File: config.mk
export PLATFORM = sky130hd
export DESIGN_NAME = cid_core
export DESIGN_NICKNAME = d
export VERILOG_FILES = /design/src/cid_pkg.sv /design/src/cid_alu.sv /design/src/cid_core.sv
export SDC_FILE = /design/constraint.sdc
export NUM_CORES = 1
export LEC_CHECK = 0
export BUFFER_PORTS_ARGS = -buffer_cell sky130_fd_sc_hd__buf_2
export CORE_ASPECT_RATIO = 1.1
export CORE_UTILIZATION = 55
export CTS_CLUSTER_SIZE = 20
export DETAILED_ROUTE_END_ITERATION = 12
export PLACE_DENSITY = 0.74
export SYNTH_ARGS = -nofsm -noshare
export SYNTH_HDL_FRONTEND = slang
export SYNTH_HIERARCHICAL = 1
export SYNTH_SLANG_ARGS = --single-unit
File: constraint.sdc
create_clock -name CLK_SYS -period 5.9 [get_ports CLK_SYS]
set_input_delay 0.885 -clock CLK_SYS [delete_from_list [all_inputs] [get_ports CLK_SYS]]
set_output_delay 0.885 -clock CLK_SYS [all_outputs]
set_load 0.01 [all_outputs]
File: src/cid_pkg.sv
// Shared constants, types and helper functions for the instruction decode core.
// Assumes a single system clock domain; all users reference items as cid_pkg::name.
package cid_pkg;

  // APB register byte offsets
  localparam logic [7:0] REG_CTRL = 8'h00;
  localparam logic [7:0] REG_STATUS = 8'h04;
  localparam logic [7:0] REG_FLAGS = 8'h08;
  localparam logic [7:0] REG_ACC = 8'h0C;
  localparam logic [7:0] REG_INDEX = 8'h10;
  localparam logic [7:0] REG_STACK = 8'h14;
  localparam logic [7:0] REG_PC = 8'h18;

  // Control and status bit positions
  localparam int unsigned CTRL_RUN = 0;
  localparam int unsigned ST_BUSY = 0;
  localparam int unsigned ST_BAD = 1;

  // Condition flag bit positions
  localparam int unsigned FLG_V = 7;
  localparam int unsigned FLG_H = 4;
  localparam int unsigned FLG_I = 3;
  localparam int unsigned FLG_N = 2;
  localparam int unsigned FLG_Z = 1;
  localparam int unsigned FLG_C = 0;

  // Reset values of the programmer's registers, the address increment and the direct page
  localparam logic [7:0] RST_FLAGS = 8'h08;
  localparam logic [15:0] RST_SP = 16'h00FF;
  localparam logic [15:0] RST_PC = 16'h0000;
  localparam logic [15:0] ONE16 = 16'h0001;
  localparam logic [7:0] DIRECT_PAGE_HI = 8'h00;

  // Opcodes
  localparam logic [7:0] OP_PREFIX_STACK = 8'h9E;
  localparam logic [7:0] OP_STACK_ADJ = 8'hA7;
  localparam logic [7:0] OP_INDEX_ADJ = 8'hAF;
  localparam logic [7:0] OP_BRANCH_CC = 8'h24;
  localparam logic [7:0] OP_SHL_DIR = 8'h38;
  localparam logic [7:0] OP_SHL_ACC = 8'h48;
  localparam logic [7:0] OP_SHL_XLO = 8'h58;
  localparam logic [7:0] OP_SHL_IX1 = 8'h68;
  localparam logic [7:0] OP_SHL_IX = 8'h78;
  localparam logic [7:0] OP_CMPBR_IXP = 8'h71;
  localparam logic [7:0] OP_CMPBR_IX1P = 8'h61;
  localparam logic [7:0] OP_MOVE_IXP = 8'h7E;
  // Add family: low nibble picks the operation, high nibble the mode
  localparam logic [3:0] LO_ADC = 4'h9;
  localparam logic [3:0] LO_ADD = 4'hB;
  localparam logic [3:0] HI_IMM = 4'hA;
  localparam logic [3:0] HI_DIR = 4'hB;
  localparam logic [3:0] HI_EXT = 4'hC;
  localparam logic [3:0] HI_IX2 = 4'hD;
  localparam logic [3:0] HI_IX1 = 4'hE;
  localparam logic [3:0] HI_IX = 4'hF;

  // Bus cycle counts per instruction form
  localparam logic [2:0] CYC_1 = 3'h1;
  localparam logic [2:0] CYC_2 = 3'h2;
  localparam logic [2:0] CYC_3 = 3'h3;
  localparam logic [2:0] CYC_4 = 3'h4;
  localparam logic [2:0] CYC_5 = 3'h5;
  localparam logic [2:0] CYC_6 = 3'h6;

  // Addressing modes
  typedef enum logic [3:0] {
    MD_NONE, MD_IMM, MD_DIR, MD_EXT, MD_IX2, MD_IX1, MD_IX, MD_SP2, MD_SP1,
    MD_INHA, MD_INHX, MD_REL, MD_IXP, MD_IX1P
  } cid_mode_t;

  // Operation kinds
  typedef enum logic [3:0] {
    K_ADC, K_ADD, K_STACK_ADJ, K_INDEX_ADJ, K_SHL, K_BCC, K_CMPBR, K_MOVE, K_BAD
  } cid_kind_t;

  // Decoded instruction
  typedef struct packed {
    cid_kind_t kind;
    cid_mode_t mode;
    logic [1:0] nbytes;
    logic [2:0] cycles;
  } cid_dec_t;

  // Arithmetic result with flags
  typedef struct packed {
    logic [7:0] res;
    logic v;
    logic h;
    logic n;
    logic z;
    logic c;
  } cid_alu_t;

  // Build one decode entry
  function automatic cid_dec_t cid_entry(cid_kind_t k, cid_mode_t m, logic [1:0] nb, logic [2:0] cy);
    cid_dec_t d;
    d.kind = k;
    d.mode = m;
    d.nbytes = nb;
    d.cycles = cy;
    return d;
  endfunction

  // Opcode decode; pre marks a preceding stack prefix byte
  function automatic cid_dec_t cid_decode(logic pre, logic [7:0] op);
    cid_dec_t d;
    logic addf;
    d = cid_entry(K_BAD, MD_NONE, 2'h0, CYC_1);
    addf = (op[3:0] == LO_ADC) || (op[3:0] == LO_ADD);
    if (pre) begin
      if (op == OP_SHL_IX1) d = cid_entry(K_SHL, MD_SP1, 2'h1, CYC_6);
      else if (addf && op[7:4] == HI_IX2) d = cid_entry(K_ADD, MD_SP2, 2'h2, CYC_5);
      else if (addf && op[7:4] == HI_IX1) d = cid_entry(K_ADD, MD_SP1, 2'h1, CYC_4);
    end else begin
      if (op == OP_STACK_ADJ) d = cid_entry(K_STACK_ADJ, MD_IMM, 2'h1, CYC_2);
      else if (op == OP_INDEX_ADJ) d = cid_entry(K_INDEX_ADJ, MD_IMM, 2'h1, CYC_2);
      else if (op == OP_BRANCH_CC) d = cid_entry(K_BCC, MD_REL, 2'h1, CYC_3);
      else if (op == OP_SHL_DIR) d = cid_entry(K_SHL, MD_DIR, 2'h1, CYC_5);
      else if (op == OP_SHL_ACC) d = cid_entry(K_SHL, MD_INHA, 2'h0, CYC_1);
      else if (op == OP_SHL_XLO) d = cid_entry(K_SHL, MD_INHX, 2'h0, CYC_1);
      else if (op == OP_SHL_IX1) d = cid_entry(K_SHL, MD_IX1, 2'h1, CYC_5);
      else if (op == OP_SHL_IX) d = cid_entry(K_SHL, MD_IX, 2'h0, CYC_4);
      else if (op == OP_CMPBR_IXP) d = cid_entry(K_CMPBR, MD_IXP, 2'h1, CYC_4);
      else if (op == OP_CMPBR_IX1P) d = cid_entry(K_CMPBR, MD_IX1P, 2'h2, CYC_5);
      else if (op == OP_MOVE_IXP) d = cid_entry(K_MOVE, MD_IXP, 2'h1, CYC_4);
      else if (addf) begin
        case (op[7:4])
          HI_IMM: d = cid_entry(K_ADD, MD_IMM, 2'h1, CYC_2);
          HI_DIR: d = cid_entry(K_ADD, MD_DIR, 2'h1, CYC_3);
          HI_EXT: d = cid_entry(K_ADD, MD_EXT, 2'h2, CYC_4);
          HI_IX2: d = cid_entry(K_ADD, MD_IX2, 2'h2, CYC_4);
          HI_IX1: d = cid_entry(K_ADD, MD_IX1, 2'h1, CYC_3);
          HI_IX: d = cid_entry(K_ADD, MD_IX, 2'h0, CYC_3);
          default: d = cid_entry(K_BAD, MD_NONE, 2'h0, CYC_1);
        endcase
      end
    end
    // Same table for both add flavours, only the carry-in differs
    if (d.kind == K_ADD && op[3:0] == LO_ADC) d.kind = K_ADC;
    return d;
  endfunction

  // Sign extension of an 8-bit immediate or branch offset
  function automatic logic [15:0] cid_sext(logic [7:0] b);
    return {{8{b[7]}}, b};
  endfunction

endpackage

File: src/cid_alu.sv
// Eight-bit adder and left shifter with condition flag generation.
// Purely combinational; the caller selects which flags it keeps.
`timescale 1ns/10ps
module cid_alu (
  // Operands
  input wire logic [7:0] a_in,
  input wire logic [7:0] m_in,
  input wire logic carry_in,
  // Operation select, high for the left shift
  input wire logic shift_sel,
  // Result and flags
  output cid_pkg::cid_alu_t result
);

  logic [4:0] low_sum; // Nibble sum, bit 4 is the half carry
  logic [8:0] full_sum; // Byte sum, bit 8 is the carry

  // Result and flag generation
  always_comb
  begin
    low_sum = {1'b0, a_in[3:0]} + {1'b0, m_in[3:0]} + {4'h0, carry_in};
    full_sum = {1'b0, a_in} + {1'b0, m_in} + {8'h00, carry_in};
    if (shift_sel)
    begin
      // Top bit leaves into carry, zero enters at the bottom
      result.res = {a_in[6:0], 1'b0};
      result.c = a_in[7];
      result.h = 1'b0;
      // Overflow equals new sign xor carry, i.e. old bits 7 and 6 differ
      result.v = a_in[7] ^ a_in[6];
    end
    else
    begin
      result.res = full_sum[7:0];
      result.c = full_sum[8];
      result.h = low_sum[4];
      // Like signs in, different sign out
      result.v = (a_in[7] == m_in[7]) && (full_sum[7] != a_in[7]);
    end
    result.n = result.res[7];
    result.z = (result.res == 8'h00);
  end

endmodule

File: src/cid_core.sv
// Decode and execute front end of an 8-bit accumulator core, with an APB register port.
// Assumes a byte-wide memory on CLK_SYS whose read data follows MEM_ADDR in the cycle
// in which MEM_RD stands, and an APB master on the same clock.
//
// The placing of the registers and the APB register port were chosen for this implementation.
`timescale 1ns/10ps
module cid_core #(
  parameter int unsigned BUS_DIV = 4 // System clocks per bus cycle, at least 4
) (
  // Clock and reset
  input wire logic CLK_SYS,
  input wire logic RST,
  // APB register port
  input wire logic PSEL,
  input wire logic PENABLE,
  input wire logic PWRITE,
  input wire logic [7:0] PADDR,
  input wire logic [31:0] PWDATA,
  output logic [31:0] PRDATA,
  output logic PREADY,
  output logic PSLVERR,
  // Program and data memory
  output logic [15:0] MEM_ADDR,
  output logic MEM_RD,
  output logic MEM_WR,
  output logic [7:0] MEM_WDATA,
  input wire logic [7:0] MEM_RDATA,
  // Instruction completion pulse
  output logic RETIRE
);

  // One-hot sequencer states
  typedef enum logic [6:0] {
    S_IDLE = 7'b0000001,
    S_OP = 7'b0000010,
    S_B1 = 7'b0000100,
    S_B2 = 7'b0001000,
    S_ADR = 7'b0010000,
    S_EXE = 7'b0100000,
    S_PAD = 7'b1000000
  } cid_state_t;

  cid_state_t state_reg; // Sequencer state
  cid_pkg::cid_dec_t dec_reg; // Decoded current instruction
  cid_pkg::cid_dec_t dec_now; // Decode of the byte on the memory bus
  cid_pkg::cid_alu_t alu_res; // Adder or shifter result
  logic pre_reg; // Stack prefix seen
  logic [7:0] b1_reg; // First operand byte
  logic [7:0] b2_reg; // Second operand byte
  logic [15:0] ea_reg; // Effective address
  logic [15:0] ea_now; // Effective address being formed
  logic [2:0] bus_cnt_reg; // Bus cycles elapsed in this instruction
  logic [$clog2(BUS_DIV)-1:0] div_reg; // Bus cycle divider
  logic tick_reg; // One-cycle bus cycle enable
  logic [7:0] acc_reg; // Accumulator
  logic [15:0] hx_reg; // Index pair
  logic [15:0] sp_reg; // Stack pointer
  logic [15:0] pc_reg; // Program counter
  logic [7:0] cf_reg; // condition_flags
  logic run_reg; // Software run enable
  logic bad_reg; // Sticky unknown opcode flag
  logic pready_reg, pslverr_reg;
  logic [31:0] prdata_reg;
  logic [15:0] mem_addr_reg;
  logic mem_rd_reg, mem_wr_reg, retire_reg;
  logic [7:0] mem_wdata_reg;
  logic is_prefix, bad_set, start_ok, last_tick, fetch_rd, mem_mode, halted;
  logic apb_setup, apb_wr, addr_hit;
  logic [31:0] rd_mux;
  logic [7:0] alu_a, alu_m, rel_off;

  // Divider: one enable pulse every BUS_DIV system clocks
  always_ff @(posedge CLK_SYS or posedge RST)
  begin
    if (RST)
    begin
      div_reg <= '0;
      tick_reg <= 1'b0;
    end
    else if (div_reg == $clog2(BUS_DIV)'(BUS_DIV - 1))
    begin
      div_reg <= '0;
      tick_reg <= 1'b1;
    end
    else
    begin
      div_reg <= div_reg + 1'b1;
      tick_reg <= 1'b0;
    end
  end

  // Sequencing conditions and effective address
  always_comb
  begin
    dec_now = cid_pkg::cid_decode(pre_reg, MEM_RDATA);
    start_ok = run_reg && !bad_reg;
    halted = (state_reg == S_IDLE) && !run_reg;
    is_prefix = (state_reg == S_OP) && !pre_reg && (MEM_RDATA == cid_pkg::OP_PREFIX_STACK);
    bad_set = (state_reg == S_OP) && !is_prefix && (dec_now.kind == cid_pkg::K_BAD);
    // Instruction ends on the bus cycle its count allows
    last_tick = tick_reg && (state_reg == S_PAD) && (bus_cnt_reg + 3'h1 == dec_reg.cycles);
    fetch_rd = (tick_reg && start_ok && (state_reg == S_IDLE)) || (last_tick && start_ok) || is_prefix
      || ((state_reg == S_OP) && !is_prefix && !bad_set && dec_now.nbytes != 2'h0)
      || ((state_reg == S_B1) && dec_reg.nbytes == 2'h2);
    mem_mode = !(dec_reg.mode inside {cid_pkg::MD_IMM, cid_pkg::MD_REL, cid_pkg::MD_INHA,
      cid_pkg::MD_INHX, cid_pkg::MD_NONE});
    case (dec_reg.mode)
      cid_pkg::MD_DIR: ea_now = {cid_pkg::DIRECT_PAGE_HI, b1_reg};
      cid_pkg::MD_EXT: ea_now = {b1_reg, b2_reg};
      cid_pkg::MD_IX2: ea_now = hx_reg + {b1_reg, b2_reg};
      cid_pkg::MD_IX1, cid_pkg::MD_IX1P: ea_now = hx_reg + {8'h00, b1_reg};
      cid_pkg::MD_IX, cid_pkg::MD_IXP: ea_now = hx_reg;
      cid_pkg::MD_SP2: ea_now = sp_reg + {b1_reg, b2_reg};
      cid_pkg::MD_SP1: ea_now = sp_reg + {8'h00, b1_reg};
      default: ea_now = 16'h0000;
    endcase
    // Shift works on its own target; adds work on the accumulator
    if (dec_reg.kind == cid_pkg::K_SHL)
      alu_a = (dec_reg.mode == cid_pkg::MD_INHA) ? acc_reg
        : (dec_reg.mode == cid_pkg::MD_INHX) ? hx_reg[7:0] : MEM_RDATA;
    else
      alu_a = acc_reg;
    alu_m = (dec_reg.mode == cid_pkg::MD_IMM) ? b1_reg : MEM_RDATA;
    // Compare-branch with offset carries its branch byte second
    rel_off = (dec_reg.mode == cid_pkg::MD_IX1P) ? b2_reg : b1_reg;
  end

  // Shared adder and shifter
  cid_alu u_alu (
    .a_in(alu_a),
    .m_in(alu_m),
    .carry_in((dec_reg.kind == cid_pkg::K_ADC) ? cf_reg[cid_pkg::FLG_C] : 1'b0),
    .shift_sel(dec_reg.kind == cid_pkg::K_SHL),
    .result(alu_res)
  );

  // Instruction sequencer and memory strobes
  always_ff @(posedge CLK_SYS or posedge RST)
  begin
    if (RST)
    begin
      state_reg <= S_IDLE;
      dec_reg <= cid_pkg::cid_entry(cid_pkg::K_BAD, cid_pkg::MD_NONE, 2'h0, cid_pkg::CYC_1);
      pre_reg <= 1'b0;
      b1_reg <= 8'h00;
      b2_reg <= 8'h00;
      ea_reg <= 16'h0000;
      bus_cnt_reg <= 3'h0;
      mem_addr_reg <= 16'h0000;
      mem_rd_reg <= 1'b0;
      mem_wr_reg <= 1'b0;
      mem_wdata_reg <= 8'h00;
      retire_reg <= 1'b0;
    end
    else
    begin
      // Strobes clear unless set again; write and retire are one-cycle pulses, reads can run back to back
      mem_rd_reg <= 1'b0;
      mem_wr_reg <= 1'b0;
      retire_reg <= 1'b0;
      if (tick_reg)
        bus_cnt_reg <= bus_cnt_reg + 3'h1;
      // Instruction stream reads always come from the program counter
      if (fetch_rd)
      begin
        mem_addr_reg <= pc_reg;
        mem_rd_reg <= 1'b1;
      end
      case (state_reg)
        S_IDLE:
          if (tick_reg && start_ok)
          begin
            state_reg <= S_OP;
            pre_reg <= 1'b0;
            bus_cnt_reg <= 3'h0;
          end
        S_OP:
          // Prefix fetches the real opcode next; unknown codes park the core
          if (is_prefix)
            pre_reg <= 1'b1;
          else if (bad_set)
            state_reg <= S_IDLE;
          else
          begin
            dec_reg <= dec_now;
            state_reg <= (dec_now.nbytes != 2'h0) ? S_B1 : S_ADR;
          end
        S_B1:
        begin
          b1_reg <= MEM_RDATA;
          state_reg <= (dec_reg.nbytes == 2'h2) ? S_B2 : S_ADR;
        end
        S_B2:
        begin
          b2_reg <= MEM_RDATA;
          state_reg <= S_ADR;
        end
        S_ADR:
        begin
          ea_reg <= ea_now;
          if (mem_mode)
          begin
            mem_addr_reg <= ea_now;
            mem_rd_reg <= 1'b1;
          end
          state_reg <= S_EXE;
        end
        S_EXE:
        begin
          // Read-modify-write for memory shifts
          if (dec_reg.kind == cid_pkg::K_SHL && mem_mode)
          begin
            mem_addr_reg <= ea_reg;
            mem_wr_reg <= 1'b1;
            mem_wdata_reg <= alu_res.res;
          end
          // Move copies the indexed byte into the direct page
          if (dec_reg.kind == cid_pkg::K_MOVE)
          begin
            mem_addr_reg <= {cid_pkg::DIRECT_PAGE_HI, b1_reg};
            mem_wr_reg <= 1'b1;
            mem_wdata_reg <= MEM_RDATA;
          end
          state_reg <= S_PAD;
        end
        S_PAD:
          // Hold until the documented bus cycle count has run out
          if (last_tick)
          begin
            retire_reg <= 1'b1;
            pre_reg <= 1'b0;
            bus_cnt_reg <= 3'h0;
            state_reg <= start_ok ? S_OP : S_IDLE;
          end
        default:
          state_reg <= S_IDLE;
      endcase
    end
  end

  // Programmer's registers: execution results, or software writes while halted
  always_ff @(posedge CLK_SYS or posedge RST)
  begin
    if (RST)
    begin
      acc_reg <= 8'h00;
      hx_reg <= 16'h0000;
      sp_reg <= cid_pkg::RST_SP;
      pc_reg <= cid_pkg::RST_PC;
      cf_reg <= cid_pkg::RST_FLAGS;
    end
    else
    begin
      if (fetch_rd)
        pc_reg <= pc_reg + cid_pkg::ONE16;
      // Writing live state under a running core would race the sequencer
      if (apb_wr && halted)
      begin
        if (PADDR == cid_pkg::REG_FLAGS)
          cf_reg <= PWDATA[7:0];
        else if (PADDR == cid_pkg::REG_ACC)
          acc_reg <= PWDATA[7:0];
        else if (PADDR == cid_pkg::REG_INDEX)
          hx_reg <= PWDATA[15:0];
        else if (PADDR == cid_pkg::REG_STACK)
          sp_reg <= PWDATA[15:0];
        else if (PADDR == cid_pkg::REG_PC)
          pc_reg <= PWDATA[15:0];
      end
      else if (state_reg == S_EXE)
      begin
        case (dec_reg.kind)
          cid_pkg::K_ADC, cid_pkg::K_ADD:
          begin
            // Mask bit is left alone
            acc_reg <= alu_res.res;
            cf_reg[cid_pkg::FLG_V] <= alu_res.v;
            cf_reg[cid_pkg::FLG_H] <= alu_res.h;
            cf_reg[cid_pkg::FLG_N] <= alu_res.n;
            cf_reg[cid_pkg::FLG_Z] <= alu_res.z;
            cf_reg[cid_pkg::FLG_C] <= alu_res.c;
          end
          cid_pkg::K_SHL:
          begin
            if (dec_reg.mode == cid_pkg::MD_INHA)
              acc_reg <= alu_res.res;
            else if (dec_reg.mode == cid_pkg::MD_INHX)
              hx_reg[7:0] <= alu_res.res;
            cf_reg[cid_pkg::FLG_V] <= alu_res.v;
            cf_reg[cid_pkg::FLG_N] <= alu_res.n;
            cf_reg[cid_pkg::FLG_Z] <= alu_res.z;
            cf_reg[cid_pkg::FLG_C] <= alu_res.c;
          end
          cid_pkg::K_STACK_ADJ:
            sp_reg <= sp_reg + cid_pkg::cid_sext(b1_reg);
          cid_pkg::K_INDEX_ADJ:
            hx_reg <= hx_reg + cid_pkg::cid_sext(b1_reg);
          cid_pkg::K_BCC:
            if (!cf_reg[cid_pkg::FLG_C])
              pc_reg <= pc_reg + cid_pkg::cid_sext(b1_reg);
          cid_pkg::K_CMPBR:
          begin
            if (acc_reg == MEM_RDATA)
              pc_reg <= pc_reg + cid_pkg::cid_sext(rel_off);
            hx_reg <= hx_reg + cid_pkg::ONE16;
          end
          cid_pkg::K_MOVE:
            hx_reg <= hx_reg + cid_pkg::ONE16;
          default:
            hx_reg <= hx_reg;
        endcase
      end
    end
  end

  // Run enable and sticky unknown opcode flag; a new fault beats a clear
  always_ff @(posedge CLK_SYS or posedge RST)
  begin
    if (RST)
    begin
      run_reg <= 1'b0;
      bad_reg <= 1'b0;
    end
    else
    begin
      if (apb_wr && PADDR == cid_pkg::REG_CTRL)
        run_reg <= PWDATA[cid_pkg::CTRL_RUN];
      if (bad_set)
        bad_reg <= 1'b1;
      else if (apb_wr && PADDR == cid_pkg::REG_STATUS && PWDATA[cid_pkg::ST_BAD])
        bad_reg <= 1'b0;
    end
  end

  // APB address decode and read mux
  always_comb
  begin
    apb_setup = PSEL && !PENABLE;
    addr_hit = 1'b1;
    rd_mux = 32'h00000000;
    if (PADDR == cid_pkg::REG_CTRL)
      rd_mux[cid_pkg::CTRL_RUN] = run_reg;
    else if (PADDR == cid_pkg::REG_STATUS)
    begin
      rd_mux[cid_pkg::ST_BUSY] = (state_reg != S_IDLE);
      rd_mux[cid_pkg::ST_BAD] = bad_reg;
    end
    else if (PADDR == cid_pkg::REG_FLAGS)
      rd_mux[7:0] = cf_reg;
    else if (PADDR == cid_pkg::REG_ACC)
      rd_mux[7:0] = acc_reg;
    else if (PADDR == cid_pkg::REG_INDEX)
      rd_mux[15:0] = hx_reg;
    else if (PADDR == cid_pkg::REG_STACK)
      rd_mux[15:0] = sp_reg;
    else if (PADDR == cid_pkg::REG_PC)
      rd_mux[15:0] = pc_reg;
    else
      addr_hit = 1'b0;
    apb_wr = PSEL && PENABLE && PWRITE && pready_reg && addr_hit;
  end

  // APB answer: ready in the first access cycle, data and error captured at setup
  always_ff @(posedge CLK_SYS or posedge RST)
  begin
    if (RST)
    begin
      pready_reg <= 1'b0;
      pslverr_reg <= 1'b0;
      prdata_reg <= 32'h00000000;
    end
    else
    begin
      pready_reg <= apb_setup;
      if (apb_setup)
      begin
        pslverr_reg <= !addr_hit;
        prdata_reg <= PWRITE ? 32'h00000000 : rd_mux;
      end
    end
  end

  assign PRDATA = prdata_reg;
  assign PREADY = pready_reg;
  assign PSLVERR = pslverr_reg;
  assign MEM_ADDR = mem_addr_reg;
  assign MEM_RD = mem_rd_reg;
  assign MEM_WR = mem_wr_reg;
  assign MEM_WDATA = mem_wdata_reg;
  assign RETIRE = retire_reg;

endmodule

==> results of run 1 <==
worst min path at each step:
stage            endpoint  depth (start not counted)
4_1_cts        div_reg[0]                          1
2_1_floorplan  div_reg[0]                          1
5_1_grt        div_reg[0]                          1
3_3_place_gp   div_reg[0]                          1
3_5_place_dp   div_reg[0]                          1
6_report       div_reg[0]                          1
area by class of cell:
type                       instances  area, um^2  share of cell area (%)
inverter                          54         208                    1.25
tap                              357         447                    2.68
clock inverter                    14         189                    1.13
timing repair buffer             107         601                    3.61
sequential                       170        4270                    25.6
multi-input combinational       1573       10500                    63.1
clock buffer                      18         429                    2.58
kinds of logic (layout without fill, tap and decap cells):
| kind of cell | after synthesis | after routing | synth area share, % |
|---|---|---|---|
| buffers and inverters | 173 | 193 | 4.80 |
| AND/OR/NAND/NOR | 653 | 653 | 20.7 |
| XOR/XNOR | 122 | 122 | 7.02 |
| adder cells (fa/ha/maj) | 102 | 102 | 8.66 |
| flip-flops | 170 | 170 | 27.7 |
| multiplexers | 94 | 94 | 6.56 |
| other | 1 | 16 | 0.0243 |
| AO/OA/AOI/OAI | 586 | 586 | 24.5 |
stage by stage:
| stage | hold WS [ns] | cell area, um^2 | utilization [%] | setup slack (ns) | cells |
|---|---|---|---|---|---|
| after floorplan | 0.403 | 15500 | - | 0.431 | 1916 |
| after global placement | 0.413 | 16000 | 58.8 | 1.58 | 2261 |
| after detailed placement | 0.420 | 16000 | 58.8 | 1.51 | 2261 |
| after CTS | 0.435 | 16700 | 61.1 | 1.48 | 2293 |
| after global routing | 0.473 | 16700 | 61.1 | 1.03 | 2293 |
| final | 0.426 | 16700 | 61.1 | 1.40 | 2293 |
cells in the final DEF (no fill, tap or decap), drive strengths merged, types with 28 or more instances in the layout:
cell and count:
nand3 40, xnor2 74, nor2b 30, xor2 47, a31oi 37, and3 28, mux2i 37, ha 94
o21ai 160, nor2 169, nand2 211, a21oi 145, a21o 40, mux2 57, inv 59, dfrtp 158
buf 107, nor3 36
where the power goes:
part | total, mW | internal (mW) | switching, mW
registers | 1.53 | 1.30 | 0.230
logic | 2.07 | 0.834 | 1.24
clock network | 1.22 | 0.678 | 0.544
metal layers:
| layer | routed length [um] | up-vias | track usage (%) |
|---|---|---|---|
| met3 | 4150 | 205 | 4.53 |
| met1 | 20600 | 7261 | 46.6 |
| met2 | 23400 | 811 | 59.1 |
| met5 | 0 | - | 0 |
| li1 | - | 6991 | - |
| met4 | 3260 | 0 | 22.6 |
critical path, delay by kind of cell, from the launching register on:
family | cells | cell delay, ns
buf+inv | 3 | 0.47
xor+xnor | 1 | 0.13
fa+ha+maj | 2 | 0.58
compound gates | 6 | 1.58
flops | 1 | 0.57
mux | 1 | 0.25
simple gates | 4 | 0.79
==> impl_metrics.tcl, run 1 <==
set metrics [dict create \
    slowest_delay_ns 0.57 \
    wl_per_cell_um 22.4 \
    io_pins 114 \
    synth_edf_count 0 \
    clockBufferDepth 2 \
    drtPass1Iterations 6 \
    ys_seq_area_share_pct 27.7 \
    setup_viol 0 \
    power_mw 4.82 \
    grt_max_degree 72 \
    status "finished, final reports clean" \
    layout-drive-gt1-share_pct 12.3 \
    cts_made_buffers 17 \
    synth_cell_types 94 \
    drt_wl_total_um 51400 \
    rsz0062_at_grt "no" \
    post-synth-top-count-cell "nand2_1" \
    criticalPathCategory "flop to flop" \
    slew_viol_final 0 \
    syn_avg_cell_area_um2 8.11 \
    nets 2078 \
    antenna_found_initial 0 \
    worst-endpoint-required_ns 6.23 \
    critical_path_arrival_ns 4.83 \
    dp_hpwl_um 37700 \
    tightestPinTransition_ns 1.28 \
    globalRouteTotalUtil_pct 36.5 \
    die_h_um 178 \
    hold_path.class "flop to flop" \
    syn2layout_area_growth_pct 7.95 \
    ctsHtreeMaxLevel 4 \
    finClkSkew_ns 0.0135 \
    start_kind "flop" \
    post_cts_buffers 0 \
    yosysTopAreaCell "dfrtp_1" \
    ir_drop_mv 0.197 \
    period_needed_ns 4.50 \
    hp-start "div_reg[0]" \
    rr_worst_depth 17 \
    drc 0 \
    insertion_delay_ns 0.45 \
    yosysWarnings 6 \
    synthCells 1901 \
    diodes 0 \
    clock-root-buffer "clkbuf_16" \
    synthArstFlopShare_pct 100 \
    synth.area.top_cells "dfrtp_1 (26%), ha_1 (7.6%), nand2_1 (5.1%)" \
    slew-limit-headroom_pct 14.4 \
    synthFlopType "dfrtp_1" \
    syn-cell-area_um2 15400 \
    r2r-start "dec_reg[7]" \
    ctsHoldBuffers 0 \
    ant_nets 0 \
    critPathCaptureType "flop" \
    cellLeakagePower_nw 7.40 \
    crit_start "dec_reg[7]" \
    cts.sinks 170 \
    initial_core_util_pct 56.6 \
    grt_first_pass_wirelength_um 80300 \
    die_w_um 162 \
    vias 15300 \
    slowest_stage "dfrtp_1" \
    setup-tns-final_ns 0 \
    gp_congestion 0.984 \
    critical_path.max_fanout 18 \
    portBuffers 81 \
    grt_pass1_vias 14200 \
    grt-ovfl-total 0 \
    synth_top_area_share_pct 25.6 \
    synth_commonest_cells "nand2_1 (211), nor2_1 (169), dfrtp_1 (158), o21ai_0 (155), a21oi_1 (144)" \
    avgViaCountPerCell 6.66 \
    cp_cell_sequence "inv_1 > nor2_1 > nand3_1 > buf_4 > mux2_2 > ha_1 > inv_1 > fa_1 > nor2b_1 > o21ai_0 > a21oi_1 > o21ai_0 > o31ai_1 > xor2_1 > a222oi_1 > o22ai_1 > or3_1" \
    reg2reg_slack_ns 1.40 \
    p_per_area_nw_per_um2 290 \
    n_fill_cell 2498 \
    hold_violations 0 \
    maxCapViolCount 0 \
    first_iter_violations 1680 \
    fin_crit_sh_pct 76.3 \
    core_area_um2 27300 \
    ys_ff_latch 170 \
    die_area_um2 28700 \
    max_freq_mhz 222 \
    cts_tree "done" \
    ctsResizeCount 0 \
    reg2reg_to "MEM_ADDR[12]" \
    clk_pin_slew_ns 0.07 \
    num_rows 63 \
    crit_end "MEM_ADDR[12]" \
]
(Power assumes the default switching activity.)
==> run 2, diff against run 1 <==
==> constraint.sdc (replaced) <==
create_clock -name CLK_SYS -period 4.5 [get_ports CLK_SYS]
set_input_delay 0.675 -clock CLK_SYS [delete_from_list [all_inputs] [get_ports CLK_SYS]]
set_output_delay 0.675 -clock CLK_SYS [all_outputs]
set_load 0.01 [all_outputs]
==> run 2 against run 1 <==
- first-iteration DRC count is 6.1% lower
- sequential cell count stayed put
- cell count is 1.4% higher
- via count is 1.3% higher
- critical endpoint is now hx_reg[4]
==> impl_metrics.tcl, run 2 (synthesis gave the netlist of run 1 again) <==
set metrics [dict create \
    start_kind "flop" \
    globalRouteTotalUtil_pct 37.8 \
    grt_max_degree 171 \
    finClkSkew_ns 0.0138 \
    insertion_delay_ns 0.45 \
    criticalPathCategory "flop to flop" \
    antenna_found_initial 0 \
    die_h_um 178 \
    grt-ovfl-total 0 \
    drt_wl_total_um 53100 \
    initial_core_util_pct 56.6 \
    clockBufferDepth 2 \
    timing.hold.ws_ns 0.428 \
    grt_first_pass_wirelength_um 82600 \
    final_common_cell "nand2_1" \
    grt_pass1_vias 14800 \
    critPathCaptureType "flop" \
    ir_drop_mv 0.343 \
    num_rows 63 \
    cts_tree "done" \
    setup_viol 0 \
    setup-tns-final_ns 0 \
    io_pins 114 \
    hold_violations 0 \
    clk_pin_slew_ns 0.07 \
    vias 15500 \
    dp_hpwl_um 39300 \
    post_cts_buffers 0 \
    nets 2112 \
    core_area_um2 27300 \
    crit_start "dec_reg[10]" \
    rr_worst_depth 17 \
    critical_path.max_fanout 15 \
    tightestPinTransition_ns 1.18 \
    slew-limit-headroom_pct 21.5 \
    layout-drive-gt1-share_pct 13.8 \
    crit_end "hx_reg[4]" \
    r2r-start "dec_reg[10]" \
    reg2reg_to "hx_reg[4]" \
    period_needed_ns 4.22 \
    slew_viol_final 0 \
    maxCapViolCount 0 \
    worst-endpoint-required_ns 4.86 \
    avgViaCountPerCell 6.65 \
    max_freq_mhz 237 \
    first_iter_violations 1577 \
    wl_per_cell_um 22.8 \
    cts_made_buffers 17 \
    fin_crit_sh_pct 93.8 \
    reg2reg_slack_ns 0.28 \
    rsz0062_at_grt "no" \
    critical_path_arrival_ns 4.58 \
    die_w_um 162 \
    p_per_area_nw_per_um2 380 \
    status "finished, final reports clean" \
    layout_common_cells "nand2_1 (211), nor2_1 (169), dfrtp_1 (158), o21ai_0 (155), a21oi_1 (144)" \
    die_area_um2 28700 \
    drtPass1Iterations 6 \
    drc 0 \
    cellLeakagePower_nw 7.58 \
    clock-root-buffer "clkbuf_16" \
    ant_nets 0 \
    portBuffers 81 \
    pre_cts_ws_ns 0.369 \
    ctsHtreeMaxLevel 4 \
    cts.sinks 170 \
    gp_congestion 0.989 \
    diodes 0 \
    hold_path.class "input port to async pin" \
    worst_slack_ns 0.281 \
    syn2layout_area_growth_pct 9.57 \
]
==> run 2: changes by cell type in the layout (fill, tap and decap cells not counted), sizes merged <==
cell      previous run  this run
bufinv               3         2
clkinvlp             3         2
buf                107       141
clkbuf              18        20
clkinv               3         4
inv                 59        57
==> run 2: what timing repair did <==
action,4_1_cts,5_1_grt
endpoints found under the setup margin,0,2
endpoints found under the hold margin,0,0
gates resized for setup,0,2
hold buffers,0,0
==> run 2: worst max-delay path: stages (launching register included) <==
cell	delay [ns]
dfrtp_1	0.42
nor2_1	0.24
nand2_1	0.10
or2_2	0.32
a31oi_1	0.36
buf_4	0.28
nor2_1	0.05
a21oi_1	0.22
inv_1	0.11
fa_1	0.46
and2b_1	0.25
o22ai_1	0.12
xor2_1	0.17
o21ai_0	0.53
a221oi_1	0.20
nand2_1	0.10
o21ai_0	0.07
o21ai_0	0.14
==> run 2: final cells by class <==
class | count | area [um^2]
clock buffers | 20 | 457
clock inverters | 11 | 139
fillers | 2493 | 10400
inverters | 54 | 206
multi-input cells | 1573 | 10500
flip-flops and latches | 170 | 4270
well taps | 357 | 447
repair buffers | 141 | 868
==> run 2: report_power, final <==
group	switching, mW	total, mW	internal (mW)
Sequential	0.263	1.97	1.70
Combinational	1.73	2.92	1.18
Clock	0.682	1.54	0.857
==> run 2: how the worst min path moves through the flow <==
| stage | end | depth (start not counted) |
|---|---|---|
| 3_3_place_gp | div_reg[0] | 1 |
| 5_1_grt | div_reg[0] | 1 |
| 6_report | hx_reg[14] | 3 |
| 3_5_place_dp | div_reg[0] | 1 |
| 2_1_floorplan | div_reg[0] | 1 |
| 4_1_cts | div_reg[0] | 1 |
==> run 2: stage by stage <==
stage	std cells	area [um^2]	util [%]	power, mW
finish	2326	16900	62.0	6.42
global route	2326	16900	62.0	6.81
CTS	2326	16900	61.9	6.33
detailed placement	2295	16300	59.7	4.80
global placement	2295	16300	59.7	4.71
floorplan	1916	15500	-	3.93
==> run 2: metal layers <==
metal	track usage (%)	wire [um]	up-vias
li1	-	-	7044
met1	46.9	20700	7338
met4	27.0	4040	0
met2	59.7	23600	841
met3	6.68	4730	237
met5	0	0	-
